===== config.mk =====
export PLATFORM = sky130hd
export DESIGN_NAME = sas_sequencer
export DESIGN_NICKNAME = d
export VERILOG_FILES = /design/src/sas_pkg.sv /design/src/sas_sequencer.sv
export VERILOG_INCLUDE_DIRS = /design/src
export SDC_FILE = /design/constraint.sdc
export NUM_CORES = 1
export LEC_CHECK = 0
export BUFFER_PORTS_ARGS = -buffer_cell sky130_fd_sc_hd__buf_2
export CAP_MARGIN = 10
export CELL_PAD_IN_SITES_DETAIL_PLACEMENT = 0
export CELL_PAD_IN_SITES_GLOBAL_PLACEMENT = 1
export CORE_MARGIN = 2
export CORE_UTILIZATION = 42
export DETAILED_ROUTE_END_ITERATION = 16
export PLACE_DENSITY = 0.91
export SYNTH_ARGS = -nofsm -noshare
export SYNTH_HDL_FRONTEND = slang
export SYNTH_SLANG_ARGS = --single-unit

===== constraint.sdc =====
create_clock -name mclk -period 8.4 [get_ports mclk]
set_input_delay 1.68 -clock mclk [delete_from_list [all_inputs] [get_ports mclk]]
set_output_delay 1.68 -clock mclk [all_outputs]
set_load 0.02 [all_outputs]

===== src/sas_map.svh =====
// Purpose: Register offsets, field positions, reset values and timing counts.
// Assumes: Included by its bare name; definitions only.
// Notes: Timing counts are in converter clocks or in half converter clocks, the halves so that .5 points land on an edge.
`ifndef SAS_MAP_SVH
`define SAS_MAP_SVH

// -----------------------------------------------------------------
// Register byte offsets
// -----------------------------------------------------------------
`define SAS_OFF_CHREF 8'h00
`define SAS_OFF_CSA 8'h04
`define SAS_OFF_CSB 8'h08
`define SAS_OFF_RES_LO 8'h0C
`define SAS_OFF_RES_HI 8'h10
`define SAS_OFF_DIDR 8'h14
`define SAS_OFF_PWR 8'h18
`define SAS_OFF_PINS 8'h1C

// -----------------------------------------------------------------
// Field positions
// -----------------------------------------------------------------
`define SAS_CHREF_REF_LSB 6
`define SAS_CHREF_LADJ 5
`define SAS_CHREF_CHAN_LSB 0
`define SAS_CSA_EN 7
`define SAS_CSA_SC 6
`define SAS_CSA_ATE 5
`define SAS_CSA_FLAG 4
`define SAS_CSA_PS_LSB 0
`define SAS_CSB_COMPARATOR_MUX_ENABLE 6
`define SAS_CSB_TS_LSB 0
`define SAS_PWR_PR 0

// -----------------------------------------------------------------
// Reset values
// -----------------------------------------------------------------
`define SAS_RST_BYTE 8'h00
`define SAS_RST_DIDR 2'h0

// -----------------------------------------------------------------
// Timing in converter clocks and in half converter clocks
// -----------------------------------------------------------------
`define SAS_NORM_LEN_CC 13
`define SAS_FIRST_LEN_CC 25
`define SAS_NORM_SH_X2 3
`define SAS_FIRST_SH_X2 27
`define SAS_AUTO_SH_CC 2
`define SAS_AUTO_LEN_X2 27
`define SAS_NORM_LEN_HC (2 * `SAS_NORM_LEN_CC)
`define SAS_FIRST_LEN_HC (2 * `SAS_FIRST_LEN_CC)
`define SAS_AUTO_SH_HC (2 * `SAS_AUTO_SH_CC)
`define SAS_SYNC_STAGES 3

`endif


===== src/sas_pkg.sv =====
// Purpose: Types shared by the converter sequencer.
// Assumes: Nothing beyond the map header.
// Notes: All state of the sequencer lives in one packed struct.
`default_nettype none
package sas_pkg;

  // -----------------------------------------------------------------
  // Types
  // -----------------------------------------------------------------
  typedef enum logic [1:0] {SAS_ST_IDLE, SAS_ST_WAIT, SAS_ST_CONV} sas_state_t;
  typedef enum logic [1:0] {SAS_MD_NORM, SAS_MD_FIRST, SAS_MD_AUTO} sas_mode_t;

  typedef struct packed {
    logic [1:0] ref_sel;
    logic ladj;
    logic [2:0] chan;
    logic cen;
    logic ate;
    logic flag;
    logic [2:0] ps;
    logic comparator_mux_enable;
    logic [2:0] ts;
    logic pr;
    logic [1:0] didr;
    logic [9:0] res;
    logic lock;
    logic [2:0] chan_act;
    logic [1:0] ref_act;
    logic [7:0] presc;
    sas_state_t st;
    sas_mode_t mode;
    logic [5:0] hc;
    logic first;
    logic [2:0] tsync;
    logic tprev;
    logic sample;
    logic done;
    logic [1:0] pin_rd;
    logic [31:0] prdata;
    logic err;
  } sas_regs_t;

endpackage
`default_nettype wire


===== src/sas_sequencer.sv =====
// Purpose: Control logic of a 10-bit successive approximation converter with APB registers.
// Assumes: Inputs synchronous to mclk, except the trigger lines, which are resynchronised.
// Notes: The converter clock is a tick derived from mclk, not a separate clock domain.
`timescale 1ns/1ps
`default_nettype none
`include "sas_map.svh"

// How it works
// - Comparator negative input from mux when converter disabled.
// - Disabled comparator pin buffer reads as zero.
// - Ten-bit result split, right or left aligned.
// - Selections reach converter only while enabled.
// - Low byte read locks results until high.
// - Completion flag sets even when result dropped.
// - Start bit begins conversion, clears at end unless free running.
// - Channel change waits for current conversion.
// - Trigger rising edge resets prescaler, starts conversion.
// - Edges during conversion and held levels ignored.
// - Completion flag as source means free running.
// - Start bit works under auto trigger too.
// - Prescaler held reset while converter disabled.
// - Requested conversion starts at next converter edge.
// - Thirteen clocks normally, twenty-five first time.
// - Sample at 1.5 or 13.5 converter clocks.
// - Completion writes result unless locked, sets flag, clears start unless free running.
// - Auto trigger: sample at 2, last 13.5.
// - Differential auto trigger conversions take twenty-five.
// - Selections follow writes except while converting, up to the last two half clocks.
module sas_sequencer #(
  parameter int ADDR_W = 8,
  parameter logic [2:0] TRIG_SRC_COMPLETE = 3'h0
) (
  // Clock and reset
  input wire logic mclk,
  input wire logic rst_b,
  // APB slave
  input wire logic psel,
  input wire logic penable,
  input wire logic pwrite,
  input wire logic [ADDR_W-1:0] paddr,
  input wire logic [31:0] pwdata,
  output logic [31:0] prdata,
  output logic pready,
  output logic pslverr,
  // Trigger sources and mode strap
  input wire logic [7:0] trig_src,
  input wire logic diff_mode,
  // Analog core
  input wire logic [9:0] core_result,
  output logic core_enable,
  output logic [2:0] core_chan_sel,
  output logic [1:0] core_ref_sel,
  output logic core_converting,
  output logic core_sample,
  output logic conv_done,
  // Analog comparator
  output logic comp_neg_from_mux,
  output logic [2:0] comp_neg_chan,
  input wire logic [1:0] comp_pin_raw,
  output logic [1:0] comp_pin_buf_en,
  output logic [1:0] comp_pin_read
);
  import sas_pkg::*;

  // -----------------------------------------------------------------
  // Elaboration checks
  // -----------------------------------------------------------------
  if (ADDR_W < 5 || ADDR_W > 8)
  begin : g_chk
    $error("ADDR_W must lie between 5 and 8");
  end

  // -----------------------------------------------------------------
  // Helpers
  // -----------------------------------------------------------------
  function automatic logic [7:0] res_byte(input logic [9:0] r, input logic ladj,
                                          input logic high);
    logic [7:0] b;
    b = 8'h00;
    if (ladj)
    begin
      b = high ? r[9:2] : {r[1:0], 6'h00};
    end
    else
    begin
      b = high ? {6'h00, r[9:8]} : r[7:0];
    end
    return b;
  endfunction

  function automatic logic [5:0] len_of(input sas_mode_t m);
    logic [5:0] l;
    l = 6'(`SAS_NORM_LEN_HC);
    case (m)
      SAS_MD_FIRST: l = 6'(`SAS_FIRST_LEN_HC);
      SAS_MD_AUTO: l = 6'(`SAS_AUTO_LEN_X2);
      default: l = 6'(`SAS_NORM_LEN_HC);
    endcase
    return l;
  endfunction

  function automatic logic [5:0] sh_of(input sas_mode_t m);
    logic [5:0] s;
    s = 6'(`SAS_NORM_SH_X2);
    case (m)
      SAS_MD_FIRST: s = 6'(`SAS_FIRST_SH_X2);
      SAS_MD_AUTO: s = 6'(`SAS_AUTO_SH_HC);
      default: s = 6'(`SAS_NORM_SH_X2);
    endcase
    return s;
  endfunction

  // -----------------------------------------------------------------
  // State
  // -----------------------------------------------------------------
  sas_regs_t q;
  sas_regs_t d;
  logic [7:0] addr8;
  logic setup;
  logic access;
  logic wr;
  logic rd;
  logic en;
  logic [7:0] ratio_m1;
  logic [7:0] half_m1;
  logic tick_full;
  logic tick_half;
  logic ev;
  logic trig_edge;
  logic free_run;
  logic [5:0] hc_nx;
  logic [31:0] rword;
  logic hit;

  always_comb
  begin
    d = q;
    addr8 = 8'(paddr);
    setup = psel & ~penable;
    access = psel & penable;
    wr = access & pwrite;
    rd = access & ~pwrite;
    // Power reduction must be cleared before the enable takes hold.
    en = q.cen & ~q.pr;
    // Division ratio is two shifted left by the select code.
    ratio_m1 = 8'((9'h002 << q.ps) - 9'h001);
    half_m1 = 8'((9'h001 << q.ps) - 9'h001);
    tick_full = en & (q.presc == ratio_m1);
    tick_half = en & (q.presc == half_m1);
    ev = tick_full | tick_half;
    trig_edge = q.tsync[2] & ~q.tprev;
    free_run = q.ate & (q.ts == TRIG_SRC_COMPLETE);
    hc_nx = q.hc + 6'h01;
    rword = 32'h0000_0000;
    hit = 1'b1;
    d.sample = 1'b0;
    d.done = 1'b0;

    // ---------------------------------------------------------------
    // Register read data, captured in the setup cycle
    // ---------------------------------------------------------------
    case (addr8)
      `SAS_OFF_CHREF: rword = {24'h0, q.ref_sel, q.ladj, 2'h0, q.chan};
      `SAS_OFF_CSA: rword = {24'h0, q.cen, q.st != SAS_ST_IDLE, q.ate, q.flag, 1'b0, q.ps};
      `SAS_OFF_CSB: rword = {24'h0, 1'b0, q.comparator_mux_enable, 3'h0, q.ts};
      `SAS_OFF_RES_LO: rword = {24'h0, res_byte(q.res, q.ladj, 1'b0)};
      `SAS_OFF_RES_HI: rword = {24'h0, res_byte(q.res, q.ladj, 1'b1)};
      `SAS_OFF_DIDR: rword = {30'h0, q.didr};
      `SAS_OFF_PWR: rword = {31'h0, q.pr};
      `SAS_OFF_PINS: rword = {30'h0, q.pin_rd};
      default:
      begin
        rword = 32'h0000_0000;
        hit = 1'b0;
      end
    endcase
    if (setup)
    begin
      d.prdata = pwrite ? 32'h0000_0000 : rword;
      d.err = ~hit;
    end

    // ---------------------------------------------------------------
    // Register writes
    // ---------------------------------------------------------------
    if (wr)
    begin
      case (addr8)
        `SAS_OFF_CHREF:
        begin
          d.ref_sel = pwdata[`SAS_CHREF_REF_LSB +: 2];
          d.ladj = pwdata[`SAS_CHREF_LADJ];
          d.chan = pwdata[`SAS_CHREF_CHAN_LSB +: 3];
        end
        `SAS_OFF_CSA:
        begin
          d.cen = pwdata[`SAS_CSA_EN];
          d.ate = pwdata[`SAS_CSA_ATE];
          d.ps = pwdata[`SAS_CSA_PS_LSB +: 3];
          if (pwdata[`SAS_CSA_FLAG])
          begin
            d.flag = 1'b0;
          end
          // Writing one asks for a conversion at the next converter edge.
          if (pwdata[`SAS_CSA_SC] && en && q.st == SAS_ST_IDLE)
          begin
            d.st = SAS_ST_WAIT;
          end
        end
        `SAS_OFF_CSB:
        begin
          d.comparator_mux_enable = pwdata[`SAS_CSB_COMPARATOR_MUX_ENABLE];
          d.ts = pwdata[`SAS_CSB_TS_LSB +: 3];
        end
        `SAS_OFF_DIDR: d.didr = pwdata[1:0];
        `SAS_OFF_PWR: d.pr = pwdata[`SAS_PWR_PR];
        default: d.err = q.err;
      endcase
    end

    // ---------------------------------------------------------------
    // Result lock, set by a low byte read, released by a high byte read
    // ---------------------------------------------------------------
    // The lock is taken at the capture edge, so no later result can split the pair.
    if (setup && !pwrite && addr8 == `SAS_OFF_RES_LO)
    begin
      d.lock = 1'b1;
    end
    if (rd && addr8 == `SAS_OFF_RES_HI)
    begin
      d.lock = 1'b0;
    end

    // ---------------------------------------------------------------
    // Prescaler
    // ---------------------------------------------------------------
    if (!en)
    begin
      d.presc = 8'h00;
    end
    else if (tick_full)
    begin
      d.presc = 8'h00;
    end
    else
    begin
      d.presc = q.presc + 8'h01;
    end

    // ---------------------------------------------------------------
    // Trigger synchroniser; the three stages are the CPU clock delay.
    // ---------------------------------------------------------------
    d.tsync = {q.tsync[1:0], trig_src[q.ts]};
    d.tprev = q.tsync[2];

    // ---------------------------------------------------------------
    // Sequencer
    // ---------------------------------------------------------------
    case (q.st)
      SAS_ST_IDLE:
      begin
        // Only an idle sequencer sees edges, and only edges, not levels.
        if (en && q.ate && !free_run && trig_edge)
        begin
          d.presc = 8'h00;
          d.st = SAS_ST_CONV;
          d.hc = 6'h00;
          // Differential auto conversions restart the analog side each time.
          d.mode = (q.first || diff_mode) ? SAS_MD_FIRST : SAS_MD_AUTO;
        end
      end
      SAS_ST_WAIT:
      begin
        if (tick_full)
        begin
          d.st = SAS_ST_CONV;
          d.hc = 6'h00;
          d.mode = q.first ? SAS_MD_FIRST : SAS_MD_NORM;
        end
      end
      SAS_ST_CONV:
      begin
        if (ev)
        begin
          d.hc = hc_nx;
          if (hc_nx == sh_of(q.mode))
          begin
            d.sample = 1'b1;
          end
          if (hc_nx == len_of(q.mode))
          begin
            d.done = 1'b1;
            d.first = 1'b0;
            d.flag = 1'b1;
            if (!q.lock)
            begin
              d.res = core_result;
            end
            if (free_run)
            begin
              d.hc = 6'h00;
              d.mode = SAS_MD_NORM;
            end
            else
            begin
              d.st = SAS_ST_IDLE;
            end
          end
        end
      end
      default: d.st = SAS_ST_IDLE;
    endcase

    // Leaving the enable off aborts work and arms the long first conversion.
    if (!en)
    begin
      d.st = SAS_ST_IDLE;
      d.first = 1'b1;
      d.hc = 6'h00;
    end

    // A result landing on the capture edge of a low byte read is the one returned.
    if (setup && !pwrite && addr8 == `SAS_OFF_RES_LO)
    begin
      d.prdata = {24'h0, res_byte(d.res, q.ladj, 1'b0)};
    end

    // ---------------------------------------------------------------
    // Selection copy: frozen during conversion until the last two half clocks, so the sample stays valid.
    // ---------------------------------------------------------------
    if (q.st != SAS_ST_CONV || (q.hc + 6'h02) >= len_of(q.mode))
    begin
      d.chan_act = q.chan;
      d.ref_act = q.ref_sel;
    end

    // Digital pin read path, forced low while the buffer is off.
    d.pin_rd = comp_pin_raw & ~q.didr;
  end

  always_ff @(posedge mclk)
  begin
    if (!rst_b)
    begin
      q <= '0;
    end
    else
    begin
      q <= d;
    end
  end

  // -----------------------------------------------------------------
  // Outputs
  // -----------------------------------------------------------------
  assign prdata = q.prdata;
  assign pready = 1'b1;
  assign pslverr = psel & penable & q.err;
  assign core_enable = en;
  assign core_chan_sel = en ? q.chan_act : 3'h0;
  assign core_ref_sel = en ? q.ref_act : 2'h0;
  assign core_converting = q.st == SAS_ST_CONV;
  assign core_sample = q.sample;
  assign conv_done = q.done;
  assign comp_neg_from_mux = q.comparator_mux_enable & ~en;
  assign comp_neg_chan = q.chan;
  assign comp_pin_buf_en = ~q.didr;
  assign comp_pin_read = q.pin_rd;

endmodule
`default_nettype wire


# After elaboration in Yosys (flattened, before gate mapping)
# Index checks and enable logic that the tools add are counted.
dict set report totals {
  register_bits 95
  inputBits 66
  out_inout_bits 51
}
dict set report classes {
  addsub 5
  n_lt_le_gt_ge 2
  n_eq_ne 25
  n_shift 2
  muxes 53
  bitwise_logic 22
  n_reduce_logical 33
}
# cell n
set op_table {}
lappend op_table {{$mux W8} 13}
lappend op_table {{$pmux W8 S8} 1}
lappend op_table {{$mux W11} 3}
lappend op_table {{$eq A8 B5 Y1 const B} 4}
lappend op_table {{$mux W6} 4}
lappend op_table {{$pmux W8 S3} 1}
lappend op_table {{$mux W18} 1}
lappend op_table {{$eq A8 B4 Y1 const B} 2}
lappend op_table {{$eq A8 B8 Y1} 2}
lappend op_table {{$sub A8 B1 Y8 const B} 2}
lappend op_table {{$mux W1} 14}
lappend op_table {{$mux W2} 7}
lappend op_table {{$eq A6 B6 Y1} 2}
lappend op_table {{$ne A2 B1 Y1 const B} 6}
lappend op_table {{$pmux W6 S2} 1}
lappend op_table {{$reduce_and A2 Y1} 6}
lappend op_table {{$and A1 B1 Y1} 11}
lappend op_table {{$mux W10} 1}
lappend op_table {{$pmux W5 S2} 1}
lappend op_table {{$mux W9} 1}
lappend op_table {{$add A8 B1 Y8 const B} 1}
lappend op_table {{$eq A8 B3 Y1 const B} 1}
lappend op_table {{$logic_and A1 B1 Y1} 8}
lappend op_table {{$logic_not A8 Y1} 1}
lappend op_table {{29 further kinds} 48}

# Depth between registers and ports, before layout
# Gate-level depths: netlist of the first run.
dict set report logic_depth {
  word_depth 13
  ltp_mapped 15
}

# Worst setup path after synthesis of the first run
# Ideal clock, no wire load.
dict set report synth_timing {
  path_type {in2out}
  startpoint {in psel}
  endpoint {out pslverr}
  arrival_ns 1.933
  required_ns 6.720
  path_slack_ns 4.787
  cell_stages 1
  n_path_buf 0
  path_cell_list {and3_1}
}
dict set report synth_between {
  elab_chain_cells 2
}
# element line
set synth_lines {}
lappend synth_lines {{start, declared} sas_sequencer.sv:37} ;# input wire logic psel,
lappend synth_lines {{$and A1 B1 Y1 (2 in series)} sas_sequencer.sv:358} ;# assign pslverr = psel & penable & q.err;
lappend synth_lines {{end, declared} sas_sequencer.sv:44} ;# output logic pslverr,
# Every way passes these cells.

# Worst setup path in the final report of the first run
dict set report layout_timing {
  startpoint {reg q[84] (netlist name)}
  endpoint {reg q[42] (netlist name)}
}
dict set report layout_between {
  elab_chain_cells 7
  word_cells_on_any_way 12
  classes_between {2 x add/sub; 4 x eq/ne; 2 x shift; 3 x bitwise; 1 x reduce/logical}
}
# element line
set layout_lines {}
lappend layout_lines {{start, declared} sas_sequencer.sv:116} ;# sas_regs_t q;
lappend layout_lines {{start signal, assigned} sas_sequencer.sv:345} ;# q <= '0;
lappend layout_lines {{start signal, assigned} sas_sequencer.sv:349} ;# q <= d;
lappend layout_lines {{$shl A2 B3 Y8 or $shl A1 B3 Y8 (tied branches)} {sas_sequencer.sv:146, sas_sequencer.sv:147}}
lappend layout_lines {{$sub A8 B1 Y8 (on tied branches)} {sas_sequencer.sv:146, sas_sequencer.sv:147}}
lappend layout_lines {{$eq A8 B8 Y1 (on tied branches)} {sas_sequencer.sv:148, sas_sequencer.sv:149}}
lappend layout_lines {{$and A1 B1 Y1 (on tied branches)} {sas_sequencer.sv:148, sas_sequencer.sv:149}}
lappend layout_lines {{$or A1 B1 Y1} sas_sequencer.sv:150} ;# ev = tick_full | tick_half;
lappend layout_lines {{$ne A2 B1 Y1 (no line)} -}
lappend layout_lines {{$reduce_and A4 Y1 (no line) *} -}
# Mark *: on every way between the ends. The rest lies on a longest branch, timed or not.
# A chain may end at the register's enable or synchronous reset.

==> results of run 1 <==
==> metrics by stage <==
step | worst slack (ns) | power (mW) | area [µm²] | cells | utilization (%)
after floorplan | 4.787 | 0.3901 | 4493 | 560 | -
after global placement | 4.164 | 0.3950 | 4584 | 694 | 44.61
after detailed placement | 4.035 | 0.3954 | 4584 | 694 | 44.61
after CTS | 4.064 | 0.6623 | 4772 | 710 | 46.43
after global routing | 3.781 | 0.6830 | 4800 | 711 | 46.70
final | 4.050 | 0.6566 | 4800 | 711 | 46.70
==> power breakdown <==
part,leakage (nW),switching (mW),internal (mW),total (mW)
sequential,0.574,0.00161,0.340,0.342
clock,0.0903,0.154,0.114,0.267
combinational,1.47,0.0324,0.0155,0.0479
total,2.14,0.187,0.469,0.657
==> worst max path at each step <==
stage	start	to	slack, ns	cells after the start
floorplan	psel	pslverr	4.79	1
global placement	paddr[0]	q[51]$_SDFF_PN0_	4.16	8
detailed placement	paddr[0]	q[51]$_SDFF_PN0_	4.04	8
CTS	q[84]$_SDFFE_PN0P_	prdata[6]$_SDFFE_PN0P_	4.06	11
global route	q[85]$_SDFFE_PN0P_	q[45]$_SDFFE_PN0P_	3.78	10
finish	q[84]$_SDFFE_PN0P_	q[42]$_SDFFE_PN0P_	4.05	10
==> state kept, by name, indices dropped and copies added (netlist names) <==
signal,cells
comp_neg_chan,3
core_sample,1
q,53
d,3
conv_done,1
prdata,8
comp_pin_read,2
==> cell type report <==
type	count	area share (%)
Clock buffer	9	2.581
Clock inverter	7	1.330
Inverter	19	1.486
Multi-Input combinational cell	400	53.68
Sequential cell	71	29.61
Tap cell	136	3.545
Timing Repair Buffer	69	7.769
==> critical path, cell delays in order (launching register included) <==
cell	delay, ns
dfxtp_1	0.50
or3_1	0.52
ha_1	0.38
or4b_1	0.56
a211oi_1	0.25
o21ai_0	0.10
a311oi_1	0.65
nor2_1	0.18
a211o_1	0.47
or4_1	0.51
a21oi_1	0.15
==> metal layers <==
layer,share of wire (%),wire [µm],up-vias
met2,48,5000,127
met1,45,4616,1790
met3,4.9,502,18
met4,2.0,209,0
met5,0,0,-
li1,-,-,1880
==> cell families after synthesis <==
| family | Yosys count | synth area share (%) |
|---|---|---|
| fa+ha+maj | 11 | 3.123 |
| mux | 43 | 11.04 |
| other cells | 2 | 0.1704 |
| simple gates | 198 | 22.97 |
| compound gates | 98 | 14.23 |
| buf+inv | 89 | 11.24 |
| flops | 71 | 32.25 |
| xor+xnor | 25 | 4.969 |
==> cell usage in the layout, fill, tap and decap left out, types with 16 or more instances in the layout <==
master,instances
nand3_1,19
inv_1,19
nand2_1,41
dfxtp_1,71
mux2i_1,34
conb_1,25
buf_2,66
nor2_1,55
a21oi_1,30
o21ai_0,26
xor2_1,16
==> flow_metrics.tcl, run 1 <==
set metrics [dict create \
    status "finished clean" \
    wl_mm 10.33 \
    antenna_found_initial 0 \
    hold_buffers 0 \
    cts_root_buf "clkbuf_8" \
    grt_use_total_pct 18.68 \
    layout-drive-gt1-share_pct 17.57 \
    crit_arrival_ns 4.64 \
    grt_first_pass_wirelength_mm 17.01 \
    ant_nets 0 \
    postCtsSetupRepairBufs 0 \
    irDropWorstVdd_uv 91.28 \
    multi_input_area_um2 2576 \
    grt.overflow.total 0 \
    syn_to_final_growth_pct 8.915 \
    hold_start "d[40]$_SDFF_PN0_" \
    max-slew-margin-rel_pct 29.89 \
    synth_ff_type "dfxtp_1" \
    dp_hpwl_mm 7.726 \
    ys_ff_latch 71 \
    path_clk_slew_ns 0.09 \
    synth_top_area_share_pct 32.25 \
    ios 117 \
    setup-tns-final_ns 0 \
    ys_seq_area_share_pct 32.25 \
    clk_latency_ns 0.36 \
    nets 647 \
    die_w_um 106.4 \
    regArea_um2 1421 \
    yosysWarnings 0 \
    cts_made_buffers 9 \
    post-synth-top-count-cell "dfxtp_1" \
    clock_skew_ns 0.01135 \
    drtPass1Iterations 5 \
    drc 0 \
    numClockSinks 71 \
    async_flop_share_pct 0 \
    hold_slack_ns 0.4415 \
    syn_inst 537 \
    yosysUniqueCellTypes 65 \
    chipHeight_um 106.4 \
    syn_area_per_cell_um2 8.206 \
    clock_path_buffers 2 \
    min_path_cells 1 \
    busiest_layer "met2" \
    leakagePower_nw 2.137 \
    grt_util_met1_pct 23.80 \
    r2r-start "q[84]$_SDFFE_PN0P_" \
    cts_tree "built" \
    crit_type "reg2reg" \
    hold_end "d[37]$_SDFF_PN0_" \
    worstMarginPinSlew_ns 1.044 \
    use_met3_pct 3.495 \
    hold_viol 0 \
    num_antenna_cells 0 \
    wl_per_cell_um 14.53 \
    synth_edf_count 0 \
    core_um2 10280 \
    drt_iter0_markers 183 \
    n_fill_cell 1045 \
    reg2reg_depth 10 \
    yosysTopAreaCell "dfxtp_1" \
    die_area_um2 11330 \
    required_ns 8.69 \
    period_minus_slack_ns 4.350 \
    met2_usage_pct 30.59 \
    port_buffers 66 \
    fp-row-count 37 \
    maxCapViolations 0 \
    drv_slew 0 \
    start_kind "register" \
    gp_congestion 0.8550 \
    initial_utilization_pct 42.88 \
    end_kind "register" \
    period_share_pct 51.78 \
    r2r_end "q[42]$_SDFFE_PN0P_" \
    hold_path.class "reg2reg" \
    grt_pass1_vias 3537 \
    syn_area_um2 4407 \
    htreeDepth 3 \
    viasPerCell 5.366 \
    fmax_mhz 229.9 \
    synth_area_leaders "dfxtp_1 (32%), mux2i_1 (7.7%), buf_4 (6.5%), nor2_1 (4.7%), nand2_1 (3.5%)" \
    cts_resized 0 \
    path_max_fanout 18 \
    r2r_slack_ns 4.05 \
    power.density_nw_per_um2 136.8 \
    grt_max_degree 39 \
    netlist_top_cells_count "dfxtp_1 (71), nor2_1 (55), nand2_1 (41)" \
    setup-violations-final 0 \
    rsz0062_at_grt "false" \
    vias 3815 \
]
Power figures use the tool's default switching activity.
==> inputs of run 2 (changes only) <==
Settings changed: ABC_AREA set to 1, CORE_UTILIZATION 42 to 34, PLACE_DENSITY 0.91 to 0.83.
Clock period 8.4 ns to 3.6 ns, I/O delays scaled along.
==> run 2 against run 1 <==
Non-clock buffer count is 1 lower; final cell count grew 25%; clock power rose to 3.9 times the previous value; maximum frequency is 63% higher; routed wire length is 7.0% higher; die area rose by 24%; clock skew down 0.0059 ns; sequential cell count is the same; combinational power up 130%; worst hold slack got worse by 0.037 ns; synthesized cell count up 23%; critical endpoint is now q[44]$_SDFFE_PN0P_; largest power group is now the clock network.
==> flow_metrics.tcl, run 2 <==
set metrics [dict create \
    cts_root_buf "clkbuf_16" \
    crit_arrival_ns 2.91 \
    power.density_nw_per_um2 382.6 \
    die_w_um 118.7 \
    viasPerCell 4.600 \
    rsz0062_at_grt "false" \
    nets 790 \
    regMostFlops "q" \
    hold_end "comp_pin_read[0]$_SDFF_PN0_" \
    hold_buffers 0 \
    fp-row-count 41 \
    fin_ws_ns 0.9261 \
    worstPathCellList "inv_4 > nand2_2 > ha_1 > inv_1 > nand2_1 > nand3_1 > nand2_1 > nand2_1 > nor2_1 > nand2_2 > nand2_4 > inv_2 > nand2_4 > nand2_4 > nor2_8 > nand2_1 > nand2_1 > nor2_1" \
    numClockSinks 71 \
    drtPass1Iterations 6 \
    setup-violations-final 0 \
    max-slew-margin-rel_pct 62.52 \
    fmax_mhz 374.0 \
    largest_register_ffs 53 \
    leakagePower_nw 2.277 \
    r2r_end "q[44]$_SDFFE_PN0P_" \
    n_fill_cell 1440 \
    yosysTopAreaCell "dfxtp_1" \
    crit_type "reg2reg" \
    chipHeight_um 118.7 \
    utilization_pct 40.14 \
    synth_area_leaders "dfxtp_1 (32%), nand2_1 (9.2%), inv_1 (7.1%), nor2_1 (7.1%), buf_4 (6.5%)" \
    num_antenna_cells 0 \
    p_sw_share_pct 21.89 \
    cpMostUsedCell "nand2_1" \
    path_max_fanout 13 \
    syn_to_final_growth_pct 14.15 \
    path_delay_family "simple AND/OR/NAND/NOR gates" \
    seqPwrFrac_pct 40.9 \
    syn_area_um2 4473 \
    period_share_pct 74.28 \
    ios 117 \
    clock_skew_ns 0.005418 \
    ys_ff_latch 71 \
    ys_seq_area_share_pct 31.78 \
    slowest_delay_ns 0.59 \
    core_um2 12720 \
    worstMarginPinSlew_ns 0.5480 \
    antenna_found_initial 0 \
    postCtsSetupRepairBufs 0 \
    crit_slowest_cell "dfxtp_1" \
    synth_edf_count 0 \
    async_flop_share_pct 0 \
    required_ns 3.83 \
    period_minus_slack_ns 2.674 \
    wl_mm 11.05 \
    status "finished clean" \
    hold_path.class "reg2reg" \
    internal_power_mw 1.526 \
    port_buffers 66 \
    min_path_cells 1 \
    die_area_um2 14090 \
    clk_latency_ns 0.34 \
    vias 4094 \
    pre_cts_ws_ns 0.9131 \
    grt_max_degree 43 \
    post-synth-top-count-cell "nand2_1" \
    yosysUniqueCellTypes 41 \
    netlist_top_cells_count "nand2_1 (110), inv_1 (85), nor2_1 (85)" \
    r2r_slack_ns 0.93 \
    htreeDepth 3 \
    hold_slack_ns 0.4042 \
    layout-drive-gt1-share_pct 16.85 \
    r2r-start "q[85]$_SDFFE_PN0P_" \
    synth_top_area_share_pct 31.78 \
    reg2reg_depth 18 \
    drt_iter0_markers 221 \
    syn_area_per_cell_um2 6.757 \
    cts_tree "built" \
    syn_inst 662 \
    dp_hpwl_mm 8.440 \
    start_kind "register" \
    maxCapViolations 0 \
    synth_ff_type "dfxtp_1" \
    layout_commonest_cell "nand2_1" \
    clkPwrFrac_pct 53.4 \
    gp_congestion 0.8574 \
    p_comb_share_pct 5.7 \
    end_kind "register" \
    cts_resized 0 \
    timing.critical_path.buf_inv 3 \
    initial_utilization_pct 35.16 \
    power.switching_mw 0.4276 \
    wl_per_cell_um 12.42 \
    drc 0 \
    drv_slew 0 \
    grt_pass1_vias 3811 \
    path_clk_slew_ns 0.06 \
    layout_common_cells "nand2_1 (110), inv_1 (85), nor2_1 (85), dfxtp_1 (71), buf_2 (66)" \
    grt_first_pass_wirelength_mm 18.54 \
    hold_viol 0 \
    grt_use_total_pct 16.11 \
    hold_start "q[76]$_SDFFE_PN0P_" \
    cts_made_buffers 9 \
    ant_nets 0 \
    yosysWarnings 0 \
    clock_path_buffers 2 \
    setup-tns-final_ns 0 \
    irDropWorstVdd_uv 258.0 \
    grt.overflow.total 0 \
]
## run 2: cell types whose count changed after synthesis, sizes merged, moves of 19 or more
| cell | before | now |
|---|---|---|
| nor2 | 55 | 94 |
| a21oi | 30 | 52 |
| inv | 19 | 92 |
| nand3 | 19 | 48 |
| mux2i | 34 | 0 |
| o21ai | 26 | 45 |
| nand2 | 41 | 127 |
## run 2: how the worst max path moves through the flow
stage | start | endpoint | slack (ns) | cells past startpoint
after global placement | q[85]$_SDFFE_PN0P_ | q[43]$_SDFFE_PN0P_ | 0.94 | 18
after floorplan | q[84]$_SDFFE_PN0P_ | q[45]$_SDFFE_PN0P_ | 1.44 | 18
after detailed placement | q[85]$_SDFFE_PN0P_ | q[47]$_SDFFE_PN0P_ | 0.91 | 18
final | q[85]$_SDFFE_PN0P_ | q[44]$_SDFFE_PN0P_ | 0.93 | 18
after global routing | q[85]$_SDFFE_PN0P_ | q[43]$_SDFFE_PN0P_ | 0.65 | 18
after CTS | q[85]$_SDFFE_PN0P_ | q[47]$_SDFFE_PN0P_ | 0.91 | 18
## run 2: power groups by stage
stage          logic [mW]  registers (mW)  clock network, mW
2_1_floorplan      0.0985           0.816                  0
3_3_place_gp        0.111           0.817                  0
3_5_place_dp        0.111           0.817                  0
4_1_cts             0.112           0.799               1.06
5_1_grt             0.125           0.800               1.09
6_report            0.112           0.799               1.04
## run 2: layout make-up
class | count | area, µm² | area share [%]
clock buffers | 11 | 242.7 | 4.754
clock inverters | 5 | 105.1 | 2.058
inverters | 96 | 362.8 | 7.106
multi-input cells | 467 | 2414 | 47.27
flip-flops and latches | 71 | 1421 | 27.84
well taps | 172 | 215.2 | 4.215
repair buffers | 68 | 345.3 | 6.763
## run 2: logic make-up after synthesis
| family | share of synthesized area, % |
|---|---|
| AND/OR/NAND/NOR | 31.94 |
| other | 0.1679 |
| XOR/XNOR | 3.105 |
| buffers and inverters | 16.20 |
| flip-flops | 31.78 |
| AO/OA/AOI/OAI | 13.73 |
| adder cells (fa/ha/maj) | 3.077 |
## run 2: routing by layer
layer | vias up | part of all wire [%] | global-route usage (%)
met1 | 1808 | 50 | 22.05
met5 | - | 0 | 0
met3 | 9 | 4.1 | 2.847
li1 | 2177 | - | -
met4 | 0 | 0.96 | 3.571
met2 | 100 | 45 | 26.40
## run 2: worst reg2reg max path, stage by stage (launching register included)
cell and delay [ns]:
dfxtp_1 0.59, inv_4 0.10, nand2_2 0.12, ha_1 0.26, inv_1 0.10, nand2_1 0.12, nand3_1 0.10, nand2_1 0.07
nand2_1 0.05, nor2_1 0.13, nand2_2 0.15, nand2_4 0.22, inv_2 0.10, nand2_4 0.09, nand2_4 0.08, nor2_8 0.14
nand2_1 0.07, nand2_1 0.05, nor2_1 0.04
## run 2: per-stage QoR
stage               total power [mW]  cells  area (µm²)
floorplan                     0.9142    685        4559
global placement              0.9278    874        4758
detailed placement            0.9278    874        4758
CTS                            1.970    890        5106
global route                   2.014    890        5106
finish                         1.953    890        5106
==> inputs of run 3 (changes only) <==
Settings changed: ABC_AREA 1 to 0, CORE_UTILIZATION 34 to 35, PLACE_DENSITY 0.83 to 0.82.
Clock period 3.6 ns to 2.3 ns, I/O delays scaled along.
==> run 3 against run 2 <==
The run now ends with setup timing left; highest routed layer unchanged; clock power is 47% higher; critical path depth is 8 lower; critical path type unchanged; utilization is 6.3 points higher; global-route usage is 1.9 points higher.
==> flow_metrics.tcl, run 3 (same netlist as run 1, synthesis figures left out) <==
set metrics [dict create \
    gp_congestion 0.8716 \
    crit_arrival_ns 3.64 \
    clock_skew_ns 0.01090 \
    ios 117 \
    htreeDepth 3 \
    period_minus_slack_ns 3.383 \
    r2r_end "q[44]$_SDFFE_PN0P_" \
    hold_start "core_result[9]" \
    cts_tree "built" \
    hold_end "q[75]$_SDFFE_PN0P_" \
    vias 4159 \
    violations "setup timing" \
    largest_register_ffs 53 \
    drc 0 \
    stdcell_count 818 \
    core_um2 12160 \
    end_kind "register" \
    irDropWorstVdd_uv 271.6 \
    grt.overflow.total 0 \
    nets 722 \
    hold_path.class "in2reg" \
    chipHeight_um 116.2 \
    layout-drive-gt1-share_pct 29.69 \
    viasPerCell 5.084 \
    r2r-start "q[83]$_SDFFE_PN0P_" \
    crit_start "q[83]$_SDFFE_PN0P_" \
    drtPass1Iterations 4 \
    layout_commonest_cell "buf_4" \
    wl_mm 12.08 \
    fp-row-count 40 \
    cts_root_buf "clkbuf_16" \
    setup-violations-final 39 \
    required_ns 2.55 \
    start_kind "register" \
    p_total_mw 2.956 \
    leakagePower_nw 2.594 \
    clock_path_buffers 2 \
    crit_slowest_cell "or4_1" \
    grt_pass1_vias 3960 \
    die_w_um 116.2 \
    port_buffers 66 \
    drt_iter0_markers 159 \
    status "complete, but fails checks" \
    power.switching_mw 0.6974 \
    worstMarginPinSlew_ns 0.5384 \
    clkPwrFrac_pct 51.6 \
    numClockSinks 71 \
    r2r_slack_ns -1.08 \
    syn_to_final_growth_pct 28.25 \
    reg2reg_depth 10 \
    max-slew-margin-rel_pct 63.83 \
    rsz0062_at_grt "true" \
    layout_common_cells "buf_4 (76), dfxtp_1 (70), buf_2 (66), nor2_1 (54), nand2_1 (39)" \
    pre_cts_ws_ns -1.148 \
    initial_utilization_pct 36.23 \
    ant_nets 0 \
    clk_latency_ns 0.33 \
    worstPathCellList "or3_4 > ha_4 > xor2_1 > nand3_1 > or4_4 > a2111o_1 > a22o_1 > a211o_4 > or4_1 > a21oi_1" \
    hold_viol 0 \
    power.density_nw_per_um2 523.1 \
    cts_made_buffers 9 \
    regMostFlops "q" \
    grt_first_pass_wirelength_mm 19.28 \
    dp.cells 794 \
    hold_buffers 0 \
    drv_slew 0 \
    p_sw_share_pct 23.59 \
    path_clk_slew_ns 0.07 \
    n_fill_cell 1170 \
    crit_type "reg2reg" \
    die_area_um2 13500 \
    maxCapViolations 0 \
    antenna_found_initial 0 \
    min_path_cells 3 \
    fin_ws_ns -1.083 \
    setup-tns-final_ns -26.41 \
    dp_hpwl_mm 9.112 \
    fmax_mhz 295.6 \
    utilization_pct 46.47 \
    wl_per_cell_um 14.77 \
    slowest_delay_ns 0.51 \
    p_comb_share_pct 6.1 \
    grt_use_total_pct 17.99 \
    grt_max_degree 38 \
    internal_power_mw 2.259 \
    period_share_pct 147.1 \
    num_antenna_cells 0 \
    path_max_fanout 7 \
    seqPwrFrac_pct 42.3 \
]
==> run 3: changes by cell type in the layout (fill, tap and decap cells not counted), moves of 23 or more <==
cell,previous run,this run
buf_4,2,76
a21oi_1,52,29
nand2_1,110,39
inv_1,85,19
mux2i_1,0,34
nand3_1,47,18
nor2_1,85,54
==> run 3: stage by stage <==
stage	instance area (µm²)	hold slack, ns
after floorplan	4538	0.4119
after global placement	5167	0.4270
after detailed placement	5167	0.4192
after CTS	5593	0.3513
after global routing	5652	0.3665
final	5652	0.3597
==> run 3: repair_timing <==
item	CTS	global route
gates resized for setup	14	6
cloned	0	1
endpoints found under the setup margin	39	39
pin swaps	14	7
buffers inserted	4	3
==> run 3: power by group through the flow <==
stage               Clock [mW]  Combinational [mW]  Sequential [mW]
floorplan                    0               0.150             1.27
global placement             0               0.176             1.28
detailed placement           0               0.178             1.28
CTS                       1.56               0.179             1.25
global route              1.62               0.196             1.25
finish                    1.53               0.180             1.25
==> run 3: worst max path at each step <==
stage	end	slack (ns)	depth (start not counted)
finish	q[44]$_SDFFE_PN0P_	-1.08	10
global placement	q[44]$_SDFFE_PN0P_	-1.05	10
floorplan	q[46]$_SDFFE_PN0P_	-1.10	13
CTS	q[44]$_SDFFE_PN0P_	-1.10	10
global route	q[44]$_SDFFE_PN0P_	-1.19	10
detailed placement	q[42]$_SDFFE_PN0P_	-1.15	10
==> run 3: worst max-delay path: cells and delay by family, from the launching register on <==
family | cells | cell delay [ns]
compound gates | 4 | 1.12
xor+xnor | 1 | 0.15
fa+ha+maj | 1 | 0.28
flops | 1 | 0.31
simple gates | 4 | 1.42
==> run 3: per-layer routing <==
layer	share of wire [%]	track usage (%)
met4	1.7	6.190
met3	4.7	3.166
met1	44	22.11
met5	0	0
met2	50	31.77
==> run 3: area by class of cell <==
cell class | instances | area, µm² | share of cell area [%]
multi-input combinational | 400 | 2701 | 47.80
sequential | 71 | 1423 | 25.17
timing repair buffer | 144 | 923.4 | 16.34
clock buffer | 10 | 229.0 | 4.051
tap | 168 | 210.2 | 3.719
clock inverter | 6 | 93.84 | 1.660
inverter | 19 | 71.32 | 1.262
